**config.mk**
```make
export PLATFORM = sky130hd
export DESIGN_NAME = sio_status_ind
export DESIGN_NICKNAME = d
export VERILOG_FILES = /design/src/verilog/sio_status_ind.v /design/src/verilog/sio_tick_div.v
export VERILOG_INCLUDE_DIRS = /design/src /design/src/verilog
export SDC_FILE = /design/constraint.sdc
export NUM_CORES = 1
export LEC_CHECK = 0
export BUFFER_PORTS_ARGS = -buffer_cell sky130_fd_sc_hd__buf_2
export CAP_MARGIN = 20
export CORE_ASPECT_RATIO = 0.6
export CORE_MARGIN = 5
export CORE_UTILIZATION = 36
export DETAILED_ROUTE_END_ITERATION = 10
export GPL_ROUTABILITY_DRIVEN = 0
export MAX_ROUTING_LAYER = met4
export PLACE_DENSITY_LB_ADDON = 0.12
export SYNTH_ARGS = -nofsm -noshare
export SYNTH_HDL_FRONTEND = slang
export SYNTH_HIERARCHICAL = 1
export SYNTH_SLANG_ARGS = --single-unit
```
**constraint.sdc**
```tcl
create_clock -name ref_clk -period 1.9 [get_ports ref_clk]
set_input_delay 0.38 -clock ref_clk [delete_from_list [all_inputs] [get_ports ref_clk]]
set_output_delay 0.38 -clock ref_clk [all_outputs]
set_load 0.05 [all_outputs]
```
**src/verilog/sio_map.vh**
```
// Constants for the status indicator outputs block.
// Assumes a 50 MHz reference clock.
`ifndef SIO_MAP_VH
`define SIO_MAP_VH
`define SIO_CLK_HZ 50000000
`define SIO_TICK_NS 1000000
`define SIO_CLK_PERIOD_NS 20
`define SIO_SEARCH_HI_MS 200
`define SIO_SEARCH_LO_MS 1800
`define SIO_IDLE_HI_MS 1800
`define SIO_IDLE_LO_MS 200
`define SIO_DATA_HI_MS 125
`define SIO_DATA_LO_MS 125
`define SIO_RING_LOW_MS 120
// Activity state encoding on the act_state input
`define SIO_ACT_OFF 3'h0
`define SIO_ACT_SEARCH 3'h1
`define SIO_ACT_IDLE 3'h2
`define SIO_ACT_DATA 3'h3
`define SIO_ACT_VOICE 3'h4
// Report port select encoding
`define SIO_PORT_SERIAL 2'h0
`define SIO_PORT_USB_CMD 2'h1
`define SIO_PORT_USB_MODEM 2'h2
// Ring behaviour encoding
`define SIO_RING_PULSE 2'h0
`define SIO_RING_ALWAYS_HI 2'h1
`define SIO_RING_ALWAYS_LO 2'h2
`endif

```
**src/verilog/sio_status_ind.v**
```verilog
// Status indication outputs: registration mode, activity blink, power status, ring.
// Assumes state inputs and report strobes are synchronous to ref_clk.
`include "sio_map.vh"
`default_nettype none
module sio_status_ind #(
	parameter TICK_CYCLES = (`SIO_TICK_NS + `SIO_CLK_PERIOD_NS - 1) / `SIO_CLK_PERIOD_NS
) (
	// Clock and reset
	input wire ref_clk,
	input wire reset,
	// Module state
	input wire powered_on,
	input wire lte_registered,
	input wire [2:0] act_state,
	// Report sources, one-cycle strobes
	input wire report_serial,
	input wire report_usb_cmd,
	input wire report_usb_modem,
	// Configuration command
	input wire cfg_wr,
	input wire [1:0] cfg_port,
	input wire [1:0] cfg_ring_mode,
	// Indicator outputs
	output reg registration_mode_indicator,
	output reg activity_blink_output,
	output reg operation_status_output,
	output reg ring_indicator_output,
	output reg [1:0] report_port_sel
);
	localparam ST_HI = 2'b01;
	localparam ST_LO = 2'b10;

	wire tick;
	reg [1:0] ring_mode_q;
	reg [2:0] act_prev_q;
	reg [1:0] ph_q;
	reg [11:0] ph_cnt_q;
	reg [11:0] hi_len;
	reg [11:0] lo_len;
	reg blinking;
	reg [7:0] ring_cnt_q;
	wire report_any;

	sio_tick_div #(
		.TICK_CYCLES(TICK_CYCLES)
	) u_tick (
		.ref_clk(ref_clk),
		.reset(reset),
		.tick(tick)
	);

	// Phase lengths in ms for each activity state
	always @* begin
		blinking = 1'b1;
		case (act_state)
			`SIO_ACT_SEARCH: begin
				hi_len = 12'd`SIO_SEARCH_HI_MS;
				lo_len = 12'd`SIO_SEARCH_LO_MS;
			end
			`SIO_ACT_IDLE: begin
				hi_len = 12'd`SIO_IDLE_HI_MS;
				lo_len = 12'd`SIO_IDLE_LO_MS;
			end
			`SIO_ACT_DATA: begin
				hi_len = 12'd`SIO_DATA_HI_MS;
				lo_len = 12'd`SIO_DATA_LO_MS;
			end
			default: begin
				hi_len = 12'h001;
				lo_len = 12'h001;
				blinking = 1'b0;
			end
		endcase
	end

	// Status levels and configuration
	always @(posedge ref_clk or posedge reset) begin
		if (reset) begin
			registration_mode_indicator <= 1'b0;
			operation_status_output <= 1'b0;
			report_port_sel <= `SIO_PORT_USB_CMD;
			ring_mode_q <= `SIO_RING_PULSE;
		end else begin
			registration_mode_indicator <= powered_on & lte_registered;
			operation_status_output <= powered_on;
			if (cfg_wr) begin
				// Unused port code keeps the previous routing
				if (cfg_port != 2'h3)
					report_port_sel <= cfg_port;
				ring_mode_q <= cfg_ring_mode;
			end
		end
	end

	// Activity blink sequencer
	always @(posedge ref_clk or posedge reset) begin
		if (reset) begin
			act_prev_q <= `SIO_ACT_OFF;
			ph_q <= ST_HI;
			ph_cnt_q <= 12'h000;
			activity_blink_output <= 1'b0;
		end else begin
			act_prev_q <= act_state;
			if (act_state != act_prev_q) begin
				ph_q <= ST_HI;
				ph_cnt_q <= 12'h000;
			end else if (tick && blinking) begin
				case (ph_q)
					ST_HI: begin
						if (ph_cnt_q >= hi_len - 12'h001) begin
							ph_q <= ST_LO;
							ph_cnt_q <= 12'h000;
						end else
							ph_cnt_q <= ph_cnt_q + 12'h001;
					end
					ST_LO: begin
						if (ph_cnt_q >= lo_len - 12'h001) begin
							ph_q <= ST_HI;
							ph_cnt_q <= 12'h000;
						end else
							ph_cnt_q <= ph_cnt_q + 12'h001;
					end
					default: begin
						ph_q <= ST_HI;
						ph_cnt_q <= 12'h000;
					end
				endcase
			end
			if (!powered_on)
				activity_blink_output <= 1'b0;
			else if (act_state == `SIO_ACT_VOICE)
				activity_blink_output <= 1'b1;
			else if (blinking)
				activity_blink_output <= (act_state == act_prev_q) ? (ph_q == ST_HI) : 1'b1;
			else
				activity_blink_output <= 1'b0;
		end
	end

	// Any port's report counts, not only the routed one
	assign report_any = report_serial | report_usb_cmd | report_usb_modem;

	// Ring pulse timer
	always @(posedge ref_clk or posedge reset) begin
		if (reset) begin
			ring_cnt_q <= 8'h00;
			ring_indicator_output <= 1'b1;
		end else begin
			// One extra tick absorbs the partial first tick, so the pulse never runs short
			if (report_any && ring_mode_q != `SIO_RING_ALWAYS_HI && ring_mode_q != `SIO_RING_ALWAYS_LO)
				ring_cnt_q <= 8'd`SIO_RING_LOW_MS + 8'h01;
			else if (tick && ring_cnt_q != 8'h00)
				ring_cnt_q <= ring_cnt_q - 8'h01;
			case (ring_mode_q)
				`SIO_RING_ALWAYS_HI: ring_indicator_output <= 1'b1;
				`SIO_RING_ALWAYS_LO: ring_indicator_output <= 1'b0;
				default: ring_indicator_output <= !(report_any || ring_cnt_q != 8'h00);
			endcase
		end
	end
endmodule
`default_nettype wire

```
**src/verilog/sio_tick_div.v**
```verilog
// Millisecond tick divider: one-cycle enable every TICK_CYCLES clocks.
// Assumes ref_clk is the single system clock.
`default_nettype none
module sio_tick_div #(
	parameter TICK_CYCLES = 50000
) (
	// Clock and reset
	input wire ref_clk,
	input wire reset,
	// Tick
	output reg tick
);
	reg [31:0] cnt_q;

	always @(posedge ref_clk or posedge reset) begin
		if (reset) begin
			cnt_q <= 32'h0;
			tick <= 1'b0;
		end else if (cnt_q >= TICK_CYCLES - 1) begin
			cnt_q <= 32'h0;
			tick <= 1'b1;
		end else begin
			cnt_q <= cnt_q + 32'h1;
			tick <= 1'b0;
		end
	end
endmodule
`default_nettype wire
```
Yosys cells after proc, flatten, opt, wreduce, memory -nomap -nowiden
Index checks and enable logic that the tools add are counted.
{ "totals": {"mem_count": 0, "in_bits": 15, "output_inout_bits": 6, "regBits": 66, "elab_cells": 72, "latchBits": 0, "ramBits": 0, "mem_bits_ro": 0} }
{ "op_classes": {"n_eq_ne": 15, "reduce_logical": 12, "mux": 22, "n_bitwise": 3, "n_lt_le_gt_ge": 3, "n_mul": 0, "div": 0, "n_addsub": 5, "shifts": 0} }
{ "ops": {"columns": ["op", "count"], "rows": [
  ["$pmux W11 S3", 2],
  ["$mux W12", 4],
  ["$add A32 B1 Y32 const B", 1],
  ["$ge A32 B16 Y1 const B", 1],
  ["$mux W32", 1],
  ["$ge A12 B12 Y1", 2],
  ["$pmux W12 S2", 1],
  ["$sub A12 B1 Y12 const B", 2],
  ["$mux W8", 2],
  ["$add A12 B1 Y12 const B", 1],
  ["$mux W2", 4],
  ["$reduce_bool A8 Y1", 1],
  ["$sub A8 B1 Y8 const B", 1],
  ["$eq A3 B2 Y1 const B", 2],
  ["$mux W1", 6],
  ["$ne A3 B3 Y1 const B", 2],
  ["$eq A2 B1 Y1 const B", 2],
  ["$eq A2 B2 Y1 const B", 2],
  ["$logic_and A1 B1 Y1", 4],
  ["$ne A2 B2 Y1 const B", 2],
  ["$pmux W2 S2", 1],
  ["$reduce_bool A2 Y1", 2],
  ["$eq A3 B1 Y1 const B", 1],
  ["$eq A3 B3 Y1", 1],
  ["11 further kinds", 12]
]} }

Depth between registers and ports, before layout
Gate-level depths: netlist of run 1.
{ "logic_depth": {"ltp_word": 8, "depth_mapped": 11, "depth_no_buf": 10} }

Hierarchy
Netlist of run 1, hierarchy kept.
{ "modules_own_cells": {"columns": ["module", "seq_area_each_um2", "area_per_inst_um2", "cells_each", "n_inst"], "rows": [
  ["sio_status_ind", 829.5, 2150.8, 221, 1],
  ["sio_tick_div", 825.8, 1248.7, 108, 1]
]} }

Worst setup path before layout of run 1
Ideal clock, no wire load.
{ "synth_path": {"path_kind": "in2reg", "start": "input port act_state[2]", "end": "register ph_cnt_q[4]", "n_path_buf": 1, "setup_time_ns": 0.065, "t_required_ns": 1.835, "setup_slack_ns": -0.604, "t_arrival_ns": 2.439, "cell_stages": 11, "cell_sequence": "nand2b_1 -> or2_2 -> nand2_1 -> ha_1 -> nand2b_4 -> a2111o_1 -> nand3_1 -> a22oi_4 -> buf_6 -> o311ai_1 -> o21a_1"} }
{ "synth_via": {"elab_chain_len": 8} }
{ "synth_rtl": {"columns": ["element", "line", "source"], "rows": [
  ["from (decl)", "sio_status_ind.v:14", "input wire [2:0] act_state,"],
  ["$eq A3 B2 Y1 or $eq A3 B1 Y1 (tied branches)", "sio_status_ind.v:55", "case (act_state)"],
  ["$pmux W11 S3", "sio_status_ind.v:55", null],
  ["$sub A12 B1 Y12 (on tied branches)", "sio_status_ind.v:117, sio_status_ind.v:110", null],
  ["$ge A12 B12 Y1 (on tied branches)", "sio_status_ind.v:117, sio_status_ind.v:110", null],
  ["$mux W12 (on tied branches)", "sio_status_ind.v:117, sio_status_ind.v:110", null],
  ["$pmux W12 S2", "sio_status_ind.v:108", "case (ph_q)"],
  ["$mux W12", "sio_status_ind.v:107", "end else if (tick && blinking) begin"],
  ["$mux W12", "sio_status_ind.v:104", "if (act_state != act_prev_q) begin"],
  ["to (signal assigned)", "sio_status_ind.v:114", "ph_cnt_q <= ph_cnt_q + 12'h001;"],
  ["to (signal assigned)", "sio_status_ind.v:121", "ph_cnt_q <= ph_cnt_q + 12'h001;"],
  ["to (decl)", "sio_status_ind.v:37", "reg [11:0] ph_cnt_q;"]
]} }
Parallel ways exist; a longest one is shown, timed or not. The select of a mux whose other input is x is not followed.
A chain may end at the register's enable or synchronous reset.

Worst setup path after layout of run 1
{ "layout_path": {"start": "input port act_state[2]", "end": "register ph_cnt_q[8]"} }
The elaborated chain is that of the path after synthesis.

==> impl_metrics.yaml, run 1 <==
timing:
  period_minus_slack_ns: 2.264
  hold_viol: 0
  report.final.slew_viol_count: 0
  fin_crit_sh: 1.192
  rsz0062_at_grt: "true"
  setup_ws_ns: -0.3644
  max_freq_mhz: 441.6
  hold-worst-slack_ns: 0.1394
  setup_violations: 14
  fin_skew_ns: 0.005592
yosys:
  ys.flop_type: "dfrtp_1"
  syn_area_mm2: 0.003400
  synth-seq-cells: 66
  ys_async_sr_fraction: 1.000
  yosysUniqueCellTypes: 52
  synth_edf_count: 0
  synth.avg_cell_area_um2: 10.33
  synth_top_area_cell: "dfrtp_1"
  synth.area.top_cells: "dfrtp_1 46%, ha_1 9.6%, xnor2_1 5.7%"
  netlist_instances: 329
  synth-seq-area-share: 0.4869
  ys_warn_count: 6
  synthDominantCellAreaShare: 0.4637
power:
  power.leakage_nw: 2.041
  p_total_w: 0.003607
  irDropWorstVdd_mv: 0.4772
  cellPowerDensity_mw_per_mm2: 789.1
setup_path:
  worstSetupStartpointType: "input pin"
  endpoint_kind: "flip-flop"
  path_buf_inv: 1
  crit_chain: "buf_8 > nand2b_4 > or2_4 > nand2_4 > ha_4 > nand2b_4 > a2111o_1 > nand4_4 > a22oi_4 > o41ai_2 > a22o_1"
  critical-path-max-stage-delay_ns: 0.42
  rrSetupSlack_ns: -0.29
  cp.required_ns: 2.17
  cpMaxStageDelayCell: "a2111o_1"
  critPathKind: "in2reg"
  critical_path_arrival_ns: 2.53
  cpLargestDelayFamily: "compound AO/OA/AOI/OAI gates"
  path_common_cell: "nand2b_4"
  worstPathMaxFanout: 8
finish:
  syn_to_final_growth_pct: 34.45
  final_common_cell: "dfrtp_1"
  insertedDiodeCount: 0
  drive_gt1_frac: 0.2830
  seqCellArea_mm2: 0.001655
  nNetsFinal: 454
  design_area_mm2: 0.004571
  fill_cells: 823
  layout_common_cells: "63 x dfrtp_1, 38 x buf_4, 37 x nor2_1"
  final_cells: 547
  multi_input_area_mm2: 0.001954
placed_design:
  dp_worst_setup_slack_ns: -0.7311
  io_buffers: 20
  dpl-instance-area_mm2: 0.004031
  placedCellCount: 529
  hpwl_um: 5278
clock_network:
  clk_pin_slew_ns: 0.05
  hold_buffers: 0
  cts_max_path_buffers: 2
  htreeDepth: 3
  cts-root-buf: "clkbuf_16"
  numClockSinks: 66
  cts_tree: "yes"
  cts_buffers: 9
  clk-insertion-delay-late_ns: 0.33
global_routing:
  grt_pass1_wl_um: 12420
  grt_overflow: 0
  antenna_found_initial: 0
  grt_util_all_layers: 0.1414
  grt_max_degree: 34
  grt_pass1_vias: 2550
drt:
  firstDrtPassIters: 4
  routed_wl_um: 7383
  final_antenna_net_count: 0
  first_iter_violations: 138
  wl_per_cell_um: 13.50
  drc: 0
  vias_per_cell: 4.686
  num_vias: 2563
status:
  violations: "negative setup slack"
  outcome: "finished with violations"
worst_hold_path:
  hold_class: "in2async"
die:
  core_area_mm2: 0.009189
  num_rows: 27
  die_h_um: 85.27
  die_w_um: 135.5
  dieArea_mm2: 0.01155
  start_util: 0.3700
  ioPinCount: 21
run:
  cap_violations: 0
## kinds of logic (layout without fill, tap and decap cells)
kind of cell / after synthesis / count (layout) / synth area share
and+or+nand+nor: 143 / 143 / 0.2208
DFF: 66 / 66 / 0.4869
AOI/OAI and AO/OA: 44 / 44 / 0.09938
adders and majority gates: 26 / 26 / 0.09569
xor gates and xnor gates: 24 / 24 / 0.06183
buffers and inverters: 23 / 95 / 0.03018
other: 2 / 18 / 0.002209
muxes: 1 / 1 / 0.002945
## per-stage QoR
stage	setup TNS, ns	utilization
6_report	-4.301	0.4974
5_1_grt	-5.439	0.4974
4_1_cts	-3.612	0.4823
3_5_place_dp	-9.350	0.4387
3_3_place_gp	-8.735	0.4387
2_1_floorplan	-5.264	-
## synth_stat cells, drive strengths merged (2+ instances only)
cell	number
nor3	13
o21ai	6
nand4	7
a22o	5
inv	20
or2	5
dfrtp	63
nand3	13
o41ai	4
nor3b	3
o311ai	3
buf	3
a21oi	8
dfstp	3
nand3b	2
or3	3
o21a	3
and3	4
nand2b	3
xor2	2
nor2b	6
conb	2
and2	2
xnor2	22
a211oi	4
nor2	39
ha	26
a31oi	3
and4	3
nand2	26
nor4	11
## final timing paths
| kind | startpoint | cells past startpoint | end |
|---|---|---|---|
| worst min-delay path | reset | 3 | u_tick/cnt_q[4]$_DFF_PP0_ |
| worst max register to register | ph_cnt_q[11]$_DFFE_PP0P_ | 8 | ph_cnt_q[7]$_DFFE_PP0P_ |
| worst min register to register | u_tick/cnt_q[0]$_DFF_PP0_ | 1 | u_tick/cnt_q[0]$_DFF_PP0_ |
| max in group asynchronous | reset | 3 | ring_indicator_output$_DFF_PP1_ |
| min in group ref_clk | powered_on | 1 | operation_status_output$_DFF_PP0_ |
| worst max-delay path | act_state[2] | 11 | ph_cnt_q[8]$_DFFE_PP0P_ |
## sequential cells by signal, indices dropped and copies added, names as in the netlist
register                     count
ring_cnt_q                       8
report_port_sel                  2
registration_mode_indicator      1
act_prev_q                       3
u_tick/tick                      1
operation_status_output          1
u_tick/cnt_q                    32
activity_blink_output            1
ph_q                             2
ph_cnt_q                        12
ring_indicator_output            1
ring_mode_q                      2
## area by class of cell
type | instances | area share
Timing Repair Buffer | 60 | 0.09143
Inverter | 20 | 0.01642
Tap cell | 130 | 0.03559
Multi-Input combinational cell | 256 | 0.4276
Sequential cell | 66 | 0.3622
Clock inverter | 2 | 0.007665
Clock buffer | 13 | 0.05913
## worst register-to-register path, cell delays in order (launching register included)
cell,delay [ns]
dfrtp_1,0.41
ha_1,0.35
nand4_1,0.19
nor3_2,0.18
nand3_2,0.12
a22oi_4,0.32
nor2_1,0.13
buf_4,0.18
a22o_1,0.20
## metal layers
layer,wire [um],up-vias,global-route usage
li1,-,1317,-
met1,4062,1202,0.2037
met2,2966,40,0.1837
met3,300,4,0.05036
met4,54,0,0.04117
met5,0,-,-
## where the power goes
part	switching (W)	internal (W)	total (W)
logic	0.000247	0.000166	0.000413
clock network	0.000558	0.00111	0.00167
registers	0.0000476	0.00148	0.00152
total	0.000852	0.00275	0.00361
## what timing repair did
item	in CTS	in global routing
resized for setup	12	20
endpoints found under the setup margin	14	16
setup buffers	2	1
pin swaps	6	7
No activity file was read; power rests on OpenSTA's default activity.
==> run 2, diff against run 1 <==
--- a/config.mk
+++ b/config.mk
@@ -15,7 +15,7 @@
 export GPL_ROUTABILITY_DRIVEN = 0
 export MAX_ROUTING_LAYER = met4
 export PLACE_DENSITY_LB_ADDON = 0.12
+export SETUP_SLACK_MARGIN = 0.3
 export SYNTH_ARGS = -nofsm -noshare
 export SYNTH_HDL_FRONTEND = slang
-export SYNTH_HIERARCHICAL = 1
 export SYNTH_SLANG_ARGS = --single-unit
==> run 2 against run 1 <==
  * The run still ends with negative setup slack left
  * Total power grew 9.1%
  * Design area rose by 8.7%
  * Cell count rose by 0.18%
  * Die area decreased by 1.4%
  * Sequential power about the same
  * Combinational power grew 33%
  * Global-route usage up 0.77 points
  * Routed wire length rose by 3.7%
  * Clock power grew 11%
  * Synthesized cell count is 2.7% lower
  * Fmax fell by 2.9%
  * Critical endpoint is now ph_cnt_q[0]$_DFFE_PP0P_
  * Largest cell class unchanged
  * Largest power group unchanged
  * Highest routed layer unchanged
==> impl_metrics.yaml, run 2 <==
die:
  ioPinCount: 21
  start_util: 0.3671
  dieArea_mm2: 0.01139
  core_area_mm2: 0.009121
  die_h_um: 84.70
  num_rows: 27
  die_w_um: 134.5
clock_network:
  cts-root-buf: "clkbuf_16"
  cts_buffers: 9
  numClockSinks: 66
  clk_pin_slew_ns: 0.06
  clk-insertion-delay-late_ns: 0.33
  htreeDepth: 3
  hold_buffers: 0
  cts_max_path_buffers: 2
  cts_tree: "yes"
yosys:
  synthDominantCellAreaShare: 0.4709
  synth.area.top_cells: "dfrtp_1 47%, ha_1 9.7%, nor2_1 4.6%"
  ys_async_sr_fraction: 1.000
  ys_warn_count: 0
  syn_area_mm2: 0.003348
  yosys.area_share.simple: 0.2182
  synth_fa_ha_area_frac: 0.09716
  netlist_instances: 320
  synth_xor_area_frac: 0.07586
  synth_edf_count: 0
  synth.cells.most_frequent: "63 x dfrtp_1, 41 x nor2_1, 29 x nand2_1, 26 x ha_1"
  synth-seq-area-share: 0.4944
  yosysMostFrequentCell: "dfrtp_1"
  yosysUniqueCellTypes: 53
  synth.avg_cell_area_um2: 10.46
  synth-seq-cells: 66
  synth_mux_area_frac: 0
  synth_top_family_by_area: "simple AND/OR/NAND/NOR gates"
  synth_top_area_cell: "dfrtp_1"
  ys.flop_type: "dfrtp_1"
  synth-compound-area-share: 0.08707
power:
  irDropWorstVdd_mv: 0.5001
  cellPowerDensity_mw_per_mm2: 792.0
  power.leakage_nw: 2.193
  p_total_w: 0.003935
timing:
  rsz0062_at_grt: "true"
  period_minus_slack_ns: 2.332
  fin_skew_ns: 0.006837
  tns_ns: -5.143
  worst_slew_pin_slew_ns: 0.5159
  setup_violations: 18
  relSlewSlack: 0.6534
  hold_viol: 0
  setup_ws_ns: -0.4315
  fin_crit_sh: 1.227
  report.final.slew_viol_count: 0
  max_freq_mhz: 428.9
finish:
  drive_gt1_frac: 0.4051
  final_cells: 548
  largest_register: "u_tick.cnt_q"
  largest_reg_flops: 32
  multi_input_area_mm2: 0.002062
  nNetsFinal: 468
  final_util: 0.5447
  final_common_cell: "dfrtp_1"
  layout_common_cells: "61 x dfrtp_1, 51 x buf_4, 26 x nand2_1"
  syn_to_final_growth_pct: 48.39
  largest_registers: "u_tick.cnt_q (32), ph_cnt_q (12), ring_cnt_q (8)"
  fill_cells: 800
  insertedDiodeCount: 0
  seqCellArea_mm2: 0.001658
setup_path:
  critical-path-max-stage-delay_ns: 0.52
  cp.required_ns: 2.16
  crit_chain: "buf_8 > nand2b_4 > or2_4 > nand2_4 > ha_4 > nand2b_4 > a2111o_1 > nand4b_1 > a32oi_2 > or4_1 > a21oi_2"
  cpMaxStageDelayCell: "or4_1"
  critPathKind: "in2reg"
  endpoint_kind: "flip-flop"
  critical_path_arrival_ns: 2.59
  worstPathMaxFanout: 5
  path_common_cell: "nand2b_4"
  worstSetupStartpointType: "input pin"
placed_design:
  placedCellCount: 511
  io_buffers: 20
  hpwl_um: 5211
drt:
  routed_wl_um: 7656
  final_antenna_net_count: 0
  first_iter_violations: 89
  wl_per_cell_um: 13.97
  vias_per_cell: 4.703
  drc: 0
  num_vias: 2577
  firstDrtPassIters: 4
global_routing:
  antenna_found_initial: 0
  grt_pass1_vias: 2579
  grt_max_degree: 39
  grt_overflow: 0
  grt_util_all_layers: 0.1491
  grt_pass1_wl_um: 12960
run:
  cap_violations: 0
worst_hold_path:
  hold_class: "in2async"
status:
  violations: "negative setup slack"
  outcome: "finished with violations"
[run 2: changes by cell type after synthesis, sizes merged, moves of 4 or more]
cell / before / now
o41ai: 4 / 0
a22o: 5 / 0
inv: 20 / 16
xnor2: 22 / 13
xor2: 2 / 16
nor4: 11 / 7
nand4: 7 / 2
nand2: 26 / 30
nor3: 13 / 8
[run 2: worst max-delay path, delay by kind of cell]
| kind | cells | cell delay [ns] |
|---|---|---|
| fa+ha+maj | 1 | 0.19 |
| buf+inv | 1 | 0.10 |
| compound gates | 3 | 0.62 |
| simple gates | 6 | 1.29 |
[run 2: logic make-up (layout without fill, tap and decap cells)]
kind of cell,after synthesis,count (layout)
simple gates,140,140
flops,66,66
buf+inv,19,115
fa+ha+maj,26,26
xor+xnor,29,29
compound gates,38,38
other cells,2,18
[run 2: layout make-up]
| type | count | area share |
|---|---|---|
| Tap cell | 116 | 0.02921 |
| Clock inverter | 5 | 0.01712 |
| Timing Repair Buffer | 83 | 0.1413 |
| Multi-Input combinational cell | 251 | 0.4150 |
| Sequential cell | 66 | 0.3337 |
| Clock buffer | 11 | 0.05087 |
| Inverter | 16 | 0.01284 |
[run 2: per-stage QoR]
step | setup WS (ns) | hold slack (ns) | instance area [um2]
detailed placement | -0.7601 | 0.3708 | 4075
global placement | -0.7057 | 0.3690 | 4075
floorplan | -0.5247 | 0.4114 | 3507
finish | -0.4315 | 0.01397 | 4969
CTS | -0.3861 | 0.01539 | 4780
global route | -0.5133 | 0.02695 | 4969
[run 2: final timing paths]
| check | cells past startpoint | to | start | slack (ns) |
|---|---|---|---|---|
| max | 11 | ph_cnt_q[0]$_DFFE_PP0P_ | act_state[2] | -0.43 |
| min | 2 | ring_cnt_q[0]$_DFFE_PP0P_ | reset | 0.01 |
| max reg2reg | 7 | ph_cnt_q[0]$_DFFE_PP0P_ | ph_cnt_q[9]$_DFFE_PP0P_ | -0.34 |
| min reg2reg | 2 | report_port_sel[0]$_DFFE_PP1P_ | report_port_sel[0]$_DFFE_PP1P_ | 0.51 |
| max in group asynchronous | 3 | ring_indicator_output$_DFF_PP1_ | reset | 1.31 |
| min in group ref_clk | 1 | operation_status_output$_DFF_PP0_ | powered_on | 0.19 |
[run 2: timing repair]
| action | 4_1_cts | 5_1_grt |
|---|---|---|
| gates cloned | 2 | 0 |
| pin swaps | 22 | 16 |
| buffers inserted | 16 | 3 |
| setup endpoints to repair | 35 | 40 |
| gates resized for setup | 49 | 34 |
[run 2: power breakdown]
group,switching (W),internal [W]
logic,0.000300,0.000247
clock network,0.000632,0.00123
registers,0.0000552,0.00147
total,0.000987,0.00295
[run 2: metal layers]
| metal | share of wire | up-vias | global-route usage |
|---|---|---|---|
| met5 | 0 | - | - |
| met4 | 0.0044 | 0 | 0.03142 |
| met3 | 0.040 | 4 | 0.05389 |
| met2 | 0.43 | 33 | 0.1978 |
| met1 | 0.53 | 1227 | 0.2162 |
| li1 | - | 1313 | - |
